`src/design/sfep_map.svh`:
```
`ifndef SFEP_MAP_SVH
`define SFEP_MAP_SVH
// ----------------------------------------
// opcodes
// ----------------------------------------
`define SFEP_OP_FOUR_KB_WIPE 8'h20
`define SFEP_OP_MID_BLOCK_WIPE 8'h52
`define SFEP_OP_LARGE_BLOCK_WIPE 8'hd8
`define SFEP_OP_ARRAY_WIPE_A 8'h60
`define SFEP_OP_ARRAY_WIPE_B 8'hc7
`define SFEP_OP_PAGE_WRITE 8'h02
`define SFEP_OP_QUAD_PAGE_WRITE 8'h38
`define SFEP_OP_WRITE_UNLOCK 8'h06
`define SFEP_OP_STATUS_READ 8'h05
// ----------------------------------------
// geometry
// ----------------------------------------
`define SFEP_ADDR_W 24
`define SFEP_PAGE_BYTES 256
`define SFEP_SECTOR_MASK 24'hff_f000
`define SFEP_MID_MASK 24'hff_8000
`define SFEP_LARGE_MASK 24'hff_0000
`define SFEP_PAGE_MASK 24'hff_ff00
// ----------------------------------------
// timing
// ----------------------------------------
`define SFEP_CLK_PERIOD_NS 4
`define SFEP_SECTOR_WIPE_TIME_US 30
`define SFEP_HALF_BLOCK_WIPE_TIME_US 150
`define SFEP_BLOCK_WIPE_TIME_US 300
`define SFEP_ARRAY_WIPE_TIME_US 3000
`define SFEP_PAGE_WRITE_TIME_US 10
`define SFEP_US_TO_CYC(t) ((t) * 1000 / `SFEP_CLK_PERIOD_NS)
`endif

```
`src/design/sfep_pkg.sv`:
```
package sfep_pkg;
  typedef enum logic [2:0] {
    SFEP_JOB_NONE,
    SFEP_JOB_SECTOR,
    SFEP_JOB_MID,
    SFEP_JOB_LARGE,
    SFEP_JOB_ARRAY,
    SFEP_JOB_PAGE
  } sfep_job_t;

  // array-side request to the storage
  typedef struct packed {
    logic wipe;
    logic write;
    logic [23:0] base;
    logic [23:0] mask;
    logic [7:0] data;
  } sfep_mem_req_t;

  // protection and line mode settings from the status register
  typedef struct packed {
    logic protect_scheme_select;
    logic [3:0] block_protect_bits;
    logic quad_lines_enable;
    logic four_line_command_mode;
  } sfep_cfg_t;
endpackage : sfep_pkg

```
`src/design/sfep_core.sv`:
```
`timescale 1ns/1ps
`include "sfep_map.svh"
// Overview of operation
// opcode 20 wipes the whole addressed 4 KB sector to ones
// opcode D8 wipes the whole addressed 64 KB block to ones
// opcode 52 wipes the whole addressed 32 KB block to ones
// opcode 60 or C7 wipes the entire array to ones
// host sets the write unlock latch before any wipe or write
// any address inside a region selects the whole region
// address wipes need chip select rising right after last address bit
// array wipe is opcode only, chip select rising on a byte boundary
// host sends three address bytes after the opcode
// opcodes taken over eight serial clocks or two four-line clocks
// single-line mode ignores data lines one to three
// cycle starts at chip select rise; busy held; end clears busy, latch
// protected target leaves array unchanged but clears the latch
// any protection blocks array wipe but still clears the latch
// page write only clears bits; last 256 bytes kept
// data past page end wraps to offset zero of same page
// up to 256 bytes programmed at their addresses, rest untouched
// host sends at least one data byte in a page write
// page write needs chip select rising after a whole data byte
// host sets quad lines enable before quad page write
// quad page write carries address and data four bits per clock
// host may slow the clock below 104 MHz for quad data
// quad lines enable gates four-line data transfer
// commands with the latch clear are ignored
// while busy, wipe and write commands are rejected; status still read
module sfep_core #(
  parameter int SECTOR_CYC = `SFEP_US_TO_CYC(`SFEP_SECTOR_WIPE_TIME_US),
  parameter int MID_CYC = `SFEP_US_TO_CYC(`SFEP_HALF_BLOCK_WIPE_TIME_US),
  parameter int LARGE_CYC = `SFEP_US_TO_CYC(`SFEP_BLOCK_WIPE_TIME_US),
  parameter int ARRAY_CYC = `SFEP_US_TO_CYC(`SFEP_ARRAY_WIPE_TIME_US),
  parameter int PAGE_CYC = `SFEP_US_TO_CYC(`SFEP_PAGE_WRITE_TIME_US)
) (
  input wire logic ref_clk,
  input wire logic rst_b,
  input wire logic cs_b,
  input wire logic sclk,
  input wire logic [3:0] data_line_in,
  output logic [3:0] data_line_out,
  output logic [3:0] data_line_oe_b,
  input wire sfep_pkg::sfep_cfg_t cfg,
  input wire logic region_locked,
  input wire logic any_locked,
  output logic busy_flag,
  output logic write_unlock_latch,
  output sfep_pkg::sfep_mem_req_t mem_req,
  output logic mem_req_valid
);
  // ----------------------------------------
  // pin sampling
  // ----------------------------------------
  logic [5:0] pins_s;
  sfep_link_sync u_sync (
    .ref_clk(ref_clk),
    .rst_b(rst_b),
    .pin_in({cs_b, sclk, data_line_in}),
    .pin_out(pins_s)
  );
  logic cs_s;
  logic sclk_s;
  logic [3:0] dl_s;
  assign cs_s = pins_s[5];
  assign sclk_s = pins_s[4];
  assign dl_s = pins_s[3:0];

  logic sclk_d_ff;
  logic cs_d_ff;
  logic sclk_rise;
  logic sclk_fall;
  logic cs_rise;
  logic cs_fall;
  always_ff @(posedge ref_clk) begin
    if (!rst_b) begin
      sclk_d_ff <= 1'b0;
      cs_d_ff <= 1'b1;
    end else begin
      sclk_d_ff <= sclk_s;
      cs_d_ff <= cs_s;
    end
  end
  assign sclk_rise = sclk_s & ~sclk_d_ff & ~cs_s;
  assign sclk_fall = ~sclk_s & sclk_d_ff & ~cs_s;
  assign cs_rise = cs_s & ~cs_d_ff;
  assign cs_fall = ~cs_s & cs_d_ff;

  // ----------------------------------------
  // bit shifter and byte framing
  // ----------------------------------------
  typedef enum logic [2:0] {
    PH_OPCODE,
    PH_ADDR,
    PH_DATA,
    PH_STATUS,
    PH_IGNORE
  } sfep_phase_t;

  sfep_phase_t phase_ff;
  logic [7:0] shift_ff;
  logic [3:0] bitcnt_ff;
  logic [1:0] addr_bytes_ff;
  logic [7:0] opcode_ff;
  logic [23:0] addr_ff;
  logic [8:0] data_cnt_ff;
  logic wide_ff;
  logic [7:0] stat_sh_ff;
  logic wide_now;
  logic [7:0] nxt_shift;
  logic [3:0] nxt_bitcnt;
  logic byte_done;
  logic [3:0] step;

  // four lines in command mode, or for quad write after opcode
  assign wide_now = (phase_ff == PH_OPCODE) ? cfg.four_line_command_mode : wide_ff;
  assign step = wide_now ? 4'h4 : 4'h1;
  always_comb begin
    if (wide_now) begin
      nxt_shift = {shift_ff[3:0], dl_s};
    end else begin
      nxt_shift = {shift_ff[6:0], dl_s[0]};
    end
    nxt_bitcnt = bitcnt_ff + step;
  end
  assign byte_done = sclk_rise && (nxt_bitcnt == 4'h8);

  logic is_erase_addr;
  logic is_array;
  logic is_page;
  logic is_quad;
  always_comb begin
    is_erase_addr = (nxt_shift == `SFEP_OP_FOUR_KB_WIPE) ||
      (nxt_shift == `SFEP_OP_MID_BLOCK_WIPE) || (nxt_shift == `SFEP_OP_LARGE_BLOCK_WIPE);
    is_array = (nxt_shift == `SFEP_OP_ARRAY_WIPE_A) || (nxt_shift == `SFEP_OP_ARRAY_WIPE_B);
    is_quad = (nxt_shift == `SFEP_OP_QUAD_PAGE_WRITE);
    is_page = (nxt_shift == `SFEP_OP_PAGE_WRITE) || is_quad;
  end

  // ----------------------------------------
  // page buffer
  // ----------------------------------------
  logic [7:0] page_buf [0:255];
  logic [255:0] page_hit_ff;
  logic [7:0] wr_ptr_ff;

  always_ff @(posedge ref_clk) begin
    if (byte_done && phase_ff == PH_DATA) begin
      page_buf[wr_ptr_ff] <= nxt_shift;
    end
  end

  logic job_go;
  always_ff @(posedge ref_clk) begin
    if (!rst_b) begin
      page_hit_ff <= '0;
      wr_ptr_ff <= 8'h00;
    end else if (cs_fall) begin
      page_hit_ff <= '0;
    end else if (phase_ff == PH_ADDR && byte_done && addr_bytes_ff == 2'd2) begin
      wr_ptr_ff <= nxt_shift;
    end else if (byte_done && phase_ff == PH_DATA) begin
      page_hit_ff[wr_ptr_ff] <= 1'b1;
      wr_ptr_ff <= wr_ptr_ff + 8'h01;
    end
  end

  // ----------------------------------------
  // command decode
  // ----------------------------------------
  always_ff @(posedge ref_clk) begin
    if (!rst_b) begin
      phase_ff <= PH_OPCODE;
      shift_ff <= 8'h00;
      bitcnt_ff <= 4'h0;
      addr_bytes_ff <= 2'd0;
      opcode_ff <= 8'h00;
      addr_ff <= 24'h00_0000;
      data_cnt_ff <= 9'h000;
      wide_ff <= 1'b0;
    end else if (cs_fall || cs_s) begin
      phase_ff <= PH_OPCODE;
      bitcnt_ff <= 4'h0;
      addr_bytes_ff <= 2'd0;
      if (cs_fall) begin
        data_cnt_ff <= 9'h000;
        opcode_ff <= 8'h00;
        wide_ff <= 1'b0;
      end
    end else if (sclk_rise) begin
      shift_ff <= nxt_shift;
      bitcnt_ff <= byte_done ? 4'h0 : nxt_bitcnt;
      if (byte_done) begin
        case (phase_ff)
          PH_OPCODE: begin
            opcode_ff <= nxt_shift;
            if (nxt_shift == `SFEP_OP_STATUS_READ) begin
              phase_ff <= PH_STATUS;
            end else if (is_erase_addr || is_page) begin
              phase_ff <= PH_ADDR;
              // quad path only when enabled
              wide_ff <= cfg.four_line_command_mode | (is_quad & cfg.quad_lines_enable);
            end else begin
              phase_ff <= PH_IGNORE;
            end
          end
          PH_ADDR: begin
            addr_ff <= {addr_ff[15:0], nxt_shift};
            addr_bytes_ff <= addr_bytes_ff + 2'd1;
            if (addr_bytes_ff == 2'd2) begin
              phase_ff <= (opcode_ff == `SFEP_OP_PAGE_WRITE ||
                opcode_ff == `SFEP_OP_QUAD_PAGE_WRITE) ? PH_DATA : PH_IGNORE;
            end
          end
          PH_DATA: begin
            if (data_cnt_ff != 9'h1ff) begin
              data_cnt_ff <= data_cnt_ff + 9'h001;
            end
          end
          PH_STATUS: begin
            phase_ff <= PH_STATUS;
          end
          PH_IGNORE: begin
            phase_ff <= PH_IGNORE;
            opcode_ff <= 8'h00;
          end
          default: begin
            phase_ff <= PH_IGNORE;
          end
        endcase
      end
    end
  end

  // ----------------------------------------
  // job qualification at chip select rise
  // ----------------------------------------
  logic on_boundary;
  logic addr_done;
  logic quad_ok;
  sfep_pkg::sfep_job_t nxt_job;
  assign on_boundary = (bitcnt_ff == 4'h0);
  assign addr_done = (addr_bytes_ff == 2'd3);
  assign quad_ok = (opcode_ff != `SFEP_OP_QUAD_PAGE_WRITE) || cfg.quad_lines_enable;
  always_comb begin
    nxt_job = sfep_pkg::SFEP_JOB_NONE;
    if (phase_ff == PH_IGNORE && on_boundary && addr_done) begin
      case (opcode_ff)
        `SFEP_OP_FOUR_KB_WIPE: nxt_job = sfep_pkg::SFEP_JOB_SECTOR;
        `SFEP_OP_MID_BLOCK_WIPE: nxt_job = sfep_pkg::SFEP_JOB_MID;
        `SFEP_OP_LARGE_BLOCK_WIPE: nxt_job = sfep_pkg::SFEP_JOB_LARGE;
        default: nxt_job = sfep_pkg::SFEP_JOB_NONE;
      endcase
    end else if (phase_ff == PH_IGNORE && on_boundary && addr_bytes_ff == 2'd0 &&
      (opcode_ff == `SFEP_OP_ARRAY_WIPE_A || opcode_ff == `SFEP_OP_ARRAY_WIPE_B)) begin
      nxt_job = sfep_pkg::SFEP_JOB_ARRAY;
    end else if (phase_ff == PH_DATA && on_boundary && data_cnt_ff != 9'h000 && quad_ok) begin
      nxt_job = sfep_pkg::SFEP_JOB_PAGE;
    end
  end
  // latch set and idle required
  assign job_go = cs_rise && (nxt_job != sfep_pkg::SFEP_JOB_NONE) &&
    write_unlock_latch && !busy_flag;

  // ----------------------------------------
  // self-timed cycle
  // ----------------------------------------
  sfep_pkg::sfep_job_t job_ff;
  logic [31:0] timer_ff;
  logic blocked_ff;
  logic [8:0] emit_ff;
  logic [23:0] page_base_ff;
  always_ff @(posedge ref_clk) begin
    if (!rst_b) begin
      job_ff <= sfep_pkg::SFEP_JOB_NONE;
      timer_ff <= 32'h0000_0000;
      blocked_ff <= 1'b0;
      busy_flag <= 1'b0;
      page_base_ff <= 24'h00_0000;
    end else if (job_go) begin
      job_ff <= nxt_job;
      busy_flag <= 1'b1;
      page_base_ff <= addr_ff & `SFEP_PAGE_MASK;

      blocked_ff <= (nxt_job == sfep_pkg::SFEP_JOB_ARRAY) ? any_locked : region_locked;
      case (nxt_job)
        sfep_pkg::SFEP_JOB_SECTOR: timer_ff <= 32'(SECTOR_CYC);
        sfep_pkg::SFEP_JOB_MID: timer_ff <= 32'(MID_CYC);
        sfep_pkg::SFEP_JOB_LARGE: timer_ff <= 32'(LARGE_CYC);
        sfep_pkg::SFEP_JOB_ARRAY: timer_ff <= 32'(ARRAY_CYC);
        default: timer_ff <= 32'(PAGE_CYC);
      endcase
    end else if (busy_flag) begin
      if (timer_ff <= 32'h0000_0001) begin
        busy_flag <= 1'b0;
        job_ff <= sfep_pkg::SFEP_JOB_NONE;
      end else begin
        timer_ff <= timer_ff - 32'h0000_0001;
      end
    end
  end

  // page bytes emitted one per cycle at cycle start; a wipe emits a single request
  always_ff @(posedge ref_clk) begin
    if (!rst_b) begin
      emit_ff <= 9'h000;
      mem_req <= '0;
      mem_req_valid <= 1'b0;
    end else begin
      mem_req_valid <= 1'b0;
      mem_req <= '0;
      if (job_go) begin
        emit_ff <= (nxt_job == sfep_pkg::SFEP_JOB_PAGE) ? 9'h100 : 9'h001;
      end else if (emit_ff != 9'h000 && !blocked_ff) begin
        emit_ff <= emit_ff - 9'h001;
        mem_req_valid <= 1'b1;
        case (job_ff)
          sfep_pkg::SFEP_JOB_SECTOR: begin
            mem_req.wipe <= 1'b1;
            mem_req.base <= addr_ff & `SFEP_SECTOR_MASK;
            mem_req.mask <= ~`SFEP_SECTOR_MASK;
          end
          sfep_pkg::SFEP_JOB_MID: begin
            mem_req.wipe <= 1'b1;
            mem_req.base <= addr_ff & `SFEP_MID_MASK;
            mem_req.mask <= ~`SFEP_MID_MASK;
          end
          sfep_pkg::SFEP_JOB_LARGE: begin
            mem_req.wipe <= 1'b1;
            mem_req.base <= addr_ff & `SFEP_LARGE_MASK;
            mem_req.mask <= ~`SFEP_LARGE_MASK;
          end
          sfep_pkg::SFEP_JOB_ARRAY: begin
            mem_req.wipe <= 1'b1;
            mem_req.base <= 24'h00_0000;
            mem_req.mask <= 24'hff_ffff;
          end
          default: begin
            // only touched offsets, program clears bits only
            mem_req_valid <= page_hit_ff[8'(9'h100 - emit_ff)];
            mem_req.write <= 1'b1;
            mem_req.base <= page_base_ff | {16'h0000, 8'(9'h100 - emit_ff)};
            mem_req.mask <= 24'h00_0000;
            mem_req.data <= page_buf[8'(9'h100 - emit_ff)];
          end
        endcase
      end else if (emit_ff != 9'h000) begin
        emit_ff <= 9'h000;
      end
    end
  end

  // ----------------------------------------
  // write unlock latch
  // ----------------------------------------
  logic unlock_seen;
  assign unlock_seen = cs_rise && opcode_ff == `SFEP_OP_WRITE_UNLOCK && on_boundary &&
    phase_ff == PH_IGNORE && !busy_flag;
  always_ff @(posedge ref_clk) begin
    if (!rst_b) begin
      write_unlock_latch <= 1'b0;
    end else if (unlock_seen) begin
      write_unlock_latch <= 1'b1;
    end else if (busy_flag && timer_ff <= 32'h0000_0001) begin
      write_unlock_latch <= 1'b0;
    end
  end

  // ----------------------------------------
  // status read out, shifted on falling clock
  // ----------------------------------------
  always_ff @(posedge ref_clk) begin
    if (!rst_b) begin
      stat_sh_ff <= 8'h00;
    end else if (phase_ff != PH_STATUS) begin
      stat_sh_ff <= {6'h00, write_unlock_latch, busy_flag};
    end else if (sclk_fall) begin
      stat_sh_ff <= {stat_sh_ff[6:0], stat_sh_ff[7]};
    end
  end
  assign data_line_out = {2'b00, stat_sh_ff[7], 1'b0};
  assign data_line_oe_b = (phase_ff == PH_STATUS && !cs_s) ? 4'b1101 : 4'b1111;
endmodule : sfep_core

```
`src/design/sfep_link_sync.sv`:
```
`timescale 1ns/1ps
`include "sfep_map.svh"
// ----------------------------------------
// three-stage sampler, change taken when stages 2 and 3 agree
// ----------------------------------------
module sfep_link_sync (
  input wire logic ref_clk,
  input wire logic rst_b,
  input wire logic [5:0] pin_in,
  output logic [5:0] pin_out
);
  genvar gi;
  generate
    for (gi = 0; gi < 6; gi++) begin : g_bit
      logic s1_ff;
      logic s2_ff;
      logic s3_ff;
      logic q_ff;
      always_ff @(posedge ref_clk) begin
        if (!rst_b) begin
          s1_ff <= 1'b1;
          s2_ff <= 1'b1;
          s3_ff <= 1'b1;
          q_ff <= 1'b1;
        end else begin
          s1_ff <= pin_in[gi];
          s2_ff <= s1_ff;
          s3_ff <= s2_ff;
          if (s2_ff == s3_ff) begin
            q_ff <= s3_ff;
          end
        end
      end
      assign pin_out[gi] = q_ff;
    end
  endgenerate
endmodule : sfep_link_sync

```
`config.mk`:
```
export PLATFORM = sky130hd
export DESIGN_NAME = sfep_core
export DESIGN_NICKNAME = d
export VERILOG_FILES = /design/src/design/sfep_pkg.sv /design/src/design/sfep_core.sv /design/src/design/sfep_link_sync.sv
export VERILOG_INCLUDE_DIRS = /design/src /design/src/design
export SDC_FILE = /design/constraint.sdc
export NUM_CORES = 2
export LEC_CHECK = 0
export BUFFER_PORTS_ARGS = -buffer_cell sky130_fd_sc_hd__clkbuf_2
export CORE_ASPECT_RATIO = 0.8
export CORE_MARGIN = 3
export CORE_UTILIZATION = 53
export DETAILED_ROUTE_END_ITERATION = 16
export PLACE_DENSITY = 0.75
export RECOVER_POWER = 100
export SYNTH_ARGS = -nofsm -noshare
export SYNTH_HDL_FRONTEND = slang
export SYNTH_HIERARCHICAL = 1
export SYNTH_SLANG_ARGS = --single-unit
export TNS_END_PERCENT = 10
```
`constraint.sdc`:
```
create_clock -name ref_clk -period 16.51 [get_ports ref_clk]
set_input_delay 0 -clock ref_clk [delete_from_list [all_inputs] [get_ports ref_clk]]
set_output_delay 0 -clock ref_clk [all_outputs]
set_load 0.005 [all_outputs]
```
# == Word-level counts from Yosys, hierarchy flattened ==
# Memories as Yosys holds them, arrays and structs flattened. A register that Yosys moved wholly into a read port is not among the register bits.
# Cells that the tools add are included.
# totals
ff_bits,470
latchBits,0
ramBits,2048
mem_bits_ro,0
in_bits,17
out_inout_bits,69
word_cells,257
n_memories,1
# classes
addsub,7
n_mul,0
div,0
magnitude_cmp,4
n_eq_ne,43
shift,0
n_mux,63
bitwise,20
reduce_logical,69
# memory_table
name,depth,word_bits,read_ports,rd_ports_with_merged_regs,wr,line_no,rtl
page_buf,256,8,1,1,1,sfep_core.sv:142,logic [7:0] page_buf [0:255];
# ops
cell,n
$or A256 B256 Y256,1
$pmux W48 S4,1
$mux W32,3
$mux W9,10
$pmux W20 S4,1
$mux W8,7
$mux W3,11
$eq A8 B6 Y1 const B,4
$le A32 B1 Y1 const B,1
$sub A32 B1 Y32 const B,1
$eq A8 B7 Y1 const B,3
$eq A8 B8 Y1 const B,3
$or A24 B8 Y24,1
$logic_and A1 B1 Y1,22
$reduce_bool A2 Y1,11
$mux W1,21
$eq A3 B2 Y1 const B,6
$lt A8 B9 Y1 const B,2
$reduce_bool A9 Y1,2
$eq A8 B2 Y1 const B,2
$eq A8 B3 Y1 const B,2
$pmux W8 S2,1
$eq A3 B3 Y1 const B,4
$pmux W3 S4,1
39 further kinds,85

# == Logic depth before layout (Yosys ltp) ==
# depth
word_depth,13
depth_mapped,18
ltp_nobuf,11

# == Hierarchy ==
# The synthesis kept the hierarchy.
# by_module_without_submodules
mod,n_inst,cells_per_inst,area_each_um2
sfep_core,1,5282,96809.1
sfep_link_sync,1,68,735.7

# == Least setup slack after synthesis ==
# Ideal clock, no wire load.
# synth_timing
path_kind,register -> register
startpoint,register phase_ff[2]
endpoint,memory page_buf[0][1] (data pin)
setup_time_ps,771
arrival_ps,4468
slack_ps,11272
stages_incl_launch_ff,7
n_path_buf,2
path_cell_list,dfxtp_1 clkbuf_1 o31a_1 nor2_1 clkbuf_1 mux2i_1 inv_1
# synth_between
elab_chain_cells,3
# synth_lines
item,line_no,rtl
start: declaration,sfep_core.sv:99,sfep_phase_t phase_ff;
start signal: assignment,sfep_core.sv:210,phase_ff <= (opcode_ff == `SFEP_OP_PAGE_WRITE ||
$logic_not A3 Y1,sfep_core.sv:115,assign wide_now = (phase_ff == PH_OPCODE) ? cfg.four_line_command_mode : wide_ff;
$mux W1,sfep_core.sv:115,
$mux W8,sfep_core.sv:118,if (wide_now) begin
net nxt_shift[1],sfep_core.sv:109,logic [7:0] nxt_shift;
end: declaration,sfep_core.sv:142,
# The timed path passes the listed nets, and every way through them passes these cells.

# == Worst setup path after layout ==
# layout_timing
startpoint,register emit_ff[0]
endpoint,register mem_req[4] (netlist name)
# layout_between
elab_chain_cells,4
# layout_lines
item,line_no,rtl
start: declaration,sfep_core.sv:270,logic [8:0] emit_ff;
start signal: assignment,sfep_core.sv:312,emit_ff <= (nxt_job == sfep_pkg::SFEP_JOB_PAGE) ? 9'h100 : 9'h001;
start signal: assignment,sfep_core.sv:314,emit_ff <= emit_ff - 9'h001;
"parallel branches: the longest is 4 deep, another holds $sub A1 B8 Y8",--,
# Several ways; the timed one is not identified.
# A chain may end at the register's enable or synchronous reset.

==> results.md <==
* Run status: finished, violations left
* Failing checks: capacitance limit, slew limit
* Net switching power at 5.535 mW
* RSZ-0062 raised after global routing: no
* Hold Slack at 0.1384 ns
* Max Slew Vio Count at 1913
* End of the critical path: mem_req[4]$_SDFF_PP0_
* Initial core utilization at 0.5344
* Reg-to-reg setup timing slack at 5.52 ns
* Final hold violation count at 0
* Final period utilization at 0.6657
* Fin util at 0.5898
* FF+latch count, synth at 2505
* GRT met3 Usage at 0.06076
* EDFF count, synth at 2048
* Top cell type's share of synthesized area at 0.6305
* Syn Inst Count at 5350
* Worst setup EP type: register
* Core area at 0.1825 mm2
* Std cell rows at 140
* Max_cap viols at 19
* Switching portion of total power at 0.3174
* FF/Latch Area at 0.07065 mm2
* Worst Skew at 0.03410 ns
* Setup violators final at 0
* Critical R2R Capture: mem_req[4]$_SDFF_PP0_
* Initial DRC Count at 7075
* Internal power at 11.91 mW
* Register area share after synthesis at 0.7243
* Dpl hpwl at 134.2 mm
* Inst Count DP at 7560
* Worst Hold Class: input port to register
* DR WL/cell at 29.03 um
* Ys flop type: edfxtp_1
* Crit path launch: emit_ff[0]$_SDFFE_PN0P_
* Setup TNS at 0 ns
* Slew margin rel. at -3.780
* Final cell count without fillers at 8013
* Via Count at 51700
* All-Layer GR Usage at 0.2462
* Vias per cell at 6.452
* Worst Path Required at 17.22 ns
* CP Launch Type: register
* Skew-Pair Late Insertion Delay at 0.86 ns
* Sequential share of power at 0.394
* DRC Markers at 0
* Cell depth of the worst flop-to-flop path at 10
* Crit path max fanout at 48
* Final net count at 5426
* Actual slew at the worst max-slew pin at 7.170 ns
* Min Clock Period, post-route at 10.99 ns
* Ys async rst share at 0
* Yosys top cell by area: edfxtp_1
* Most common cell in the synthesized netlist: edfxtp_1
* Fill count at 13000
* Post-Place Setup Slack at 10.11 ns
* Met2 GRT Util at 0.3668
* Post-Syn Area at 0.09754 mm2
* Synth top area cells: edfxtp_1 (63%), mux4_2 (15%), dfxtp_1 (9.4%)
* Global route overflow at 0
* Critical Path AT at 11.70 ns
* Multi-input logic area at 0.02535 mm2
* Number of H-tree levels at 4
* Area after DPL at 0.1003 mm2
* Synth cell count leaders: edfxtp_1 (2048), mux4_2 (656), dfxtp_1 (457)
* Postcts setup bufs at 0
* CTS resizes at 0
* Clock root buffer: clkbuf_16
* Lkg Pwr at 33.13 nW
* Syn. warnings at 6
* FMAX at 90.99 MHz
* Total clock buffers created by CTS at 220
* Die H at 389.7 um
* Distinct cells, synth at 79
* Drt pass-1 iters at 7
* Placer Congestion at 0.9164
* GR peak layer: met2
* Largest net degree at the start of global routing at 190
* Crit Path Class: register to register
* First-pass GRT wire length at 343.9 mm
* Vias in the first global route at 50873
* Syn-to-layout area delta at 10.36%
* Deepest clock path buffer count at 3
* CTS tree: built
* Gate power share at 0.310
* Proportion of layout cells with a drive suffix above 1 at 0.2112
* Syn Area/Cell at 18.23 um2
* Total design power at 17.44 mW
* CTS sink count at 2505
* Pwr dens at 162.0 mW/mm2
* IO Pins at 86
* Die ar. at 0.1893 mm2
* Final WL at 232.6 mm
* Post-route setup slack at 5.519 ns
* Antenna violation net count after detailed routing at 0
* Met1 Use GR at 0.3633
* RR Startpoint: emit_ff[0]$_SDFFE_PN0P_
* CTS clk-pin slew, worst paths at 0.07 ns
* Clock Power Share at 0.297
* Die Wd at 485.6 um
* Design Area, Final at 0.1077 mm2
* IO Port Bufs at 74
* Initial antenna violation count at 6
* VDD IR-drop max at 198.0 uV
## worst min path at each step
stage,startpoint,endpoint,slack [ns],cells after the start
global placement,cs_b,u_sync/g_bit[5].s1_ff$_SDFF_PN1_,0.18,2
finish,any_locked,blocked_ff$_SDFFE_PN0N_,0.14,4
detailed placement,data_line_in[3],u_sync/g_bit[3].s1_ff$_SDFF_PN1_,0.19,2
global route,any_locked,blocked_ff$_SDFFE_PN0N_,0.12,4
CTS,any_locked,blocked_ff$_SDFFE_PN0N_,0.08,4
floorplan,cs_b,u_sync/g_bit[5].s1_ff$_SDFF_PN1_,0.1,1
## cells by family (layout without fill, tap and decap cells)
logic type / Yosys count / in the layout / synth area share
AOI/OAI and AO/OA: 642 / 642 / 0.04632
buffers and inverters: 393 / 632 / 0.01738
DFF: 2505 / 2505 / 0.7243
and+or+nand+nor: 1030 / 1030 / 0.04786
other: 2 / 12 / 0.00007699
muxes: 721 / 721 / 0.1584
adders and majority gates: 16 / 16 / 0.002052
xor gates and xnor gates: 41 / 41 / 0.003681
## sequential cells by signal, summed over array words and instances, names as in the netlist, 9 cells and up
signal and cells:
emit_ff 9, timer_ff 32, mem_req 37, page_hit_ff 256
addr_ff 24, page_buf 2048, data_cnt_ff 9, page_base_ff 16
## area by class of cell
type	count	area share
antenna	6	0.0001395
clock buffer	306	0.05803
clock inverter	116	0.01007
inverter	33	0.001244
multi-input combinational	2456	0.2355
sequential	2505	0.6563
tap	2414	0.02806
timing repair buffer	177	0.01069
## placed cells by master, fill, tap and decap left out, types with 46 or more instances in the layout
cell,Yosys,layout
clkbuf_1,232,97
nor2_1,410,409
nand3_1,95,91
mux2i_1,46,46
edfxtp_1,2048,2048
clkbuf_16,0,227
buf_4,35,56
a21oi_1,117,117
o21ai_0,58,59
o21a_1,259,259
dfxtp_1,457,457
mux4_2,656,656
nand2_1,296,285
## repair_timing
item	4_1_cts	5_1_grt
hold endpoints to repair	120	0
setup endpoints to repair	0	0
hold buffers	25	0
## power by group through the flow
stage	Combinational (mW)	Sequential, mW	Clock, mW
floorplan	3.57	6.95	0
global placement	5.26	6.99	0
detailed placement	5.31	6.99	0
CTS	5.35	6.85	5.23
global route	5.63	6.87	5.48
finish	5.40	6.86	5.18
## critical path, cell delays in order, from the launching register on
cell and delay (ns):
dfxtp_1 1.89, clkbuf_1 2.62, or4_1 0.52, buf_4 0.48
nor3_1 0.11, clkbuf_1 0.28, nor2_1 0.49, clkbuf_1 2.35
o21ai_0 0.95, a21oi_1 0.92, nor4_1 0.15
## routing by layer
layer  up-vias  routed length, um  part of all wire
met2      2778             106400              0.46
met3       435              26180              0.11
met1     26993              92530              0.40
met4         2               7397             0.032
met5         -                 85           0.00037
li1      21492                  -                 -
Note: power is estimated with default switching activity, not from simulation.
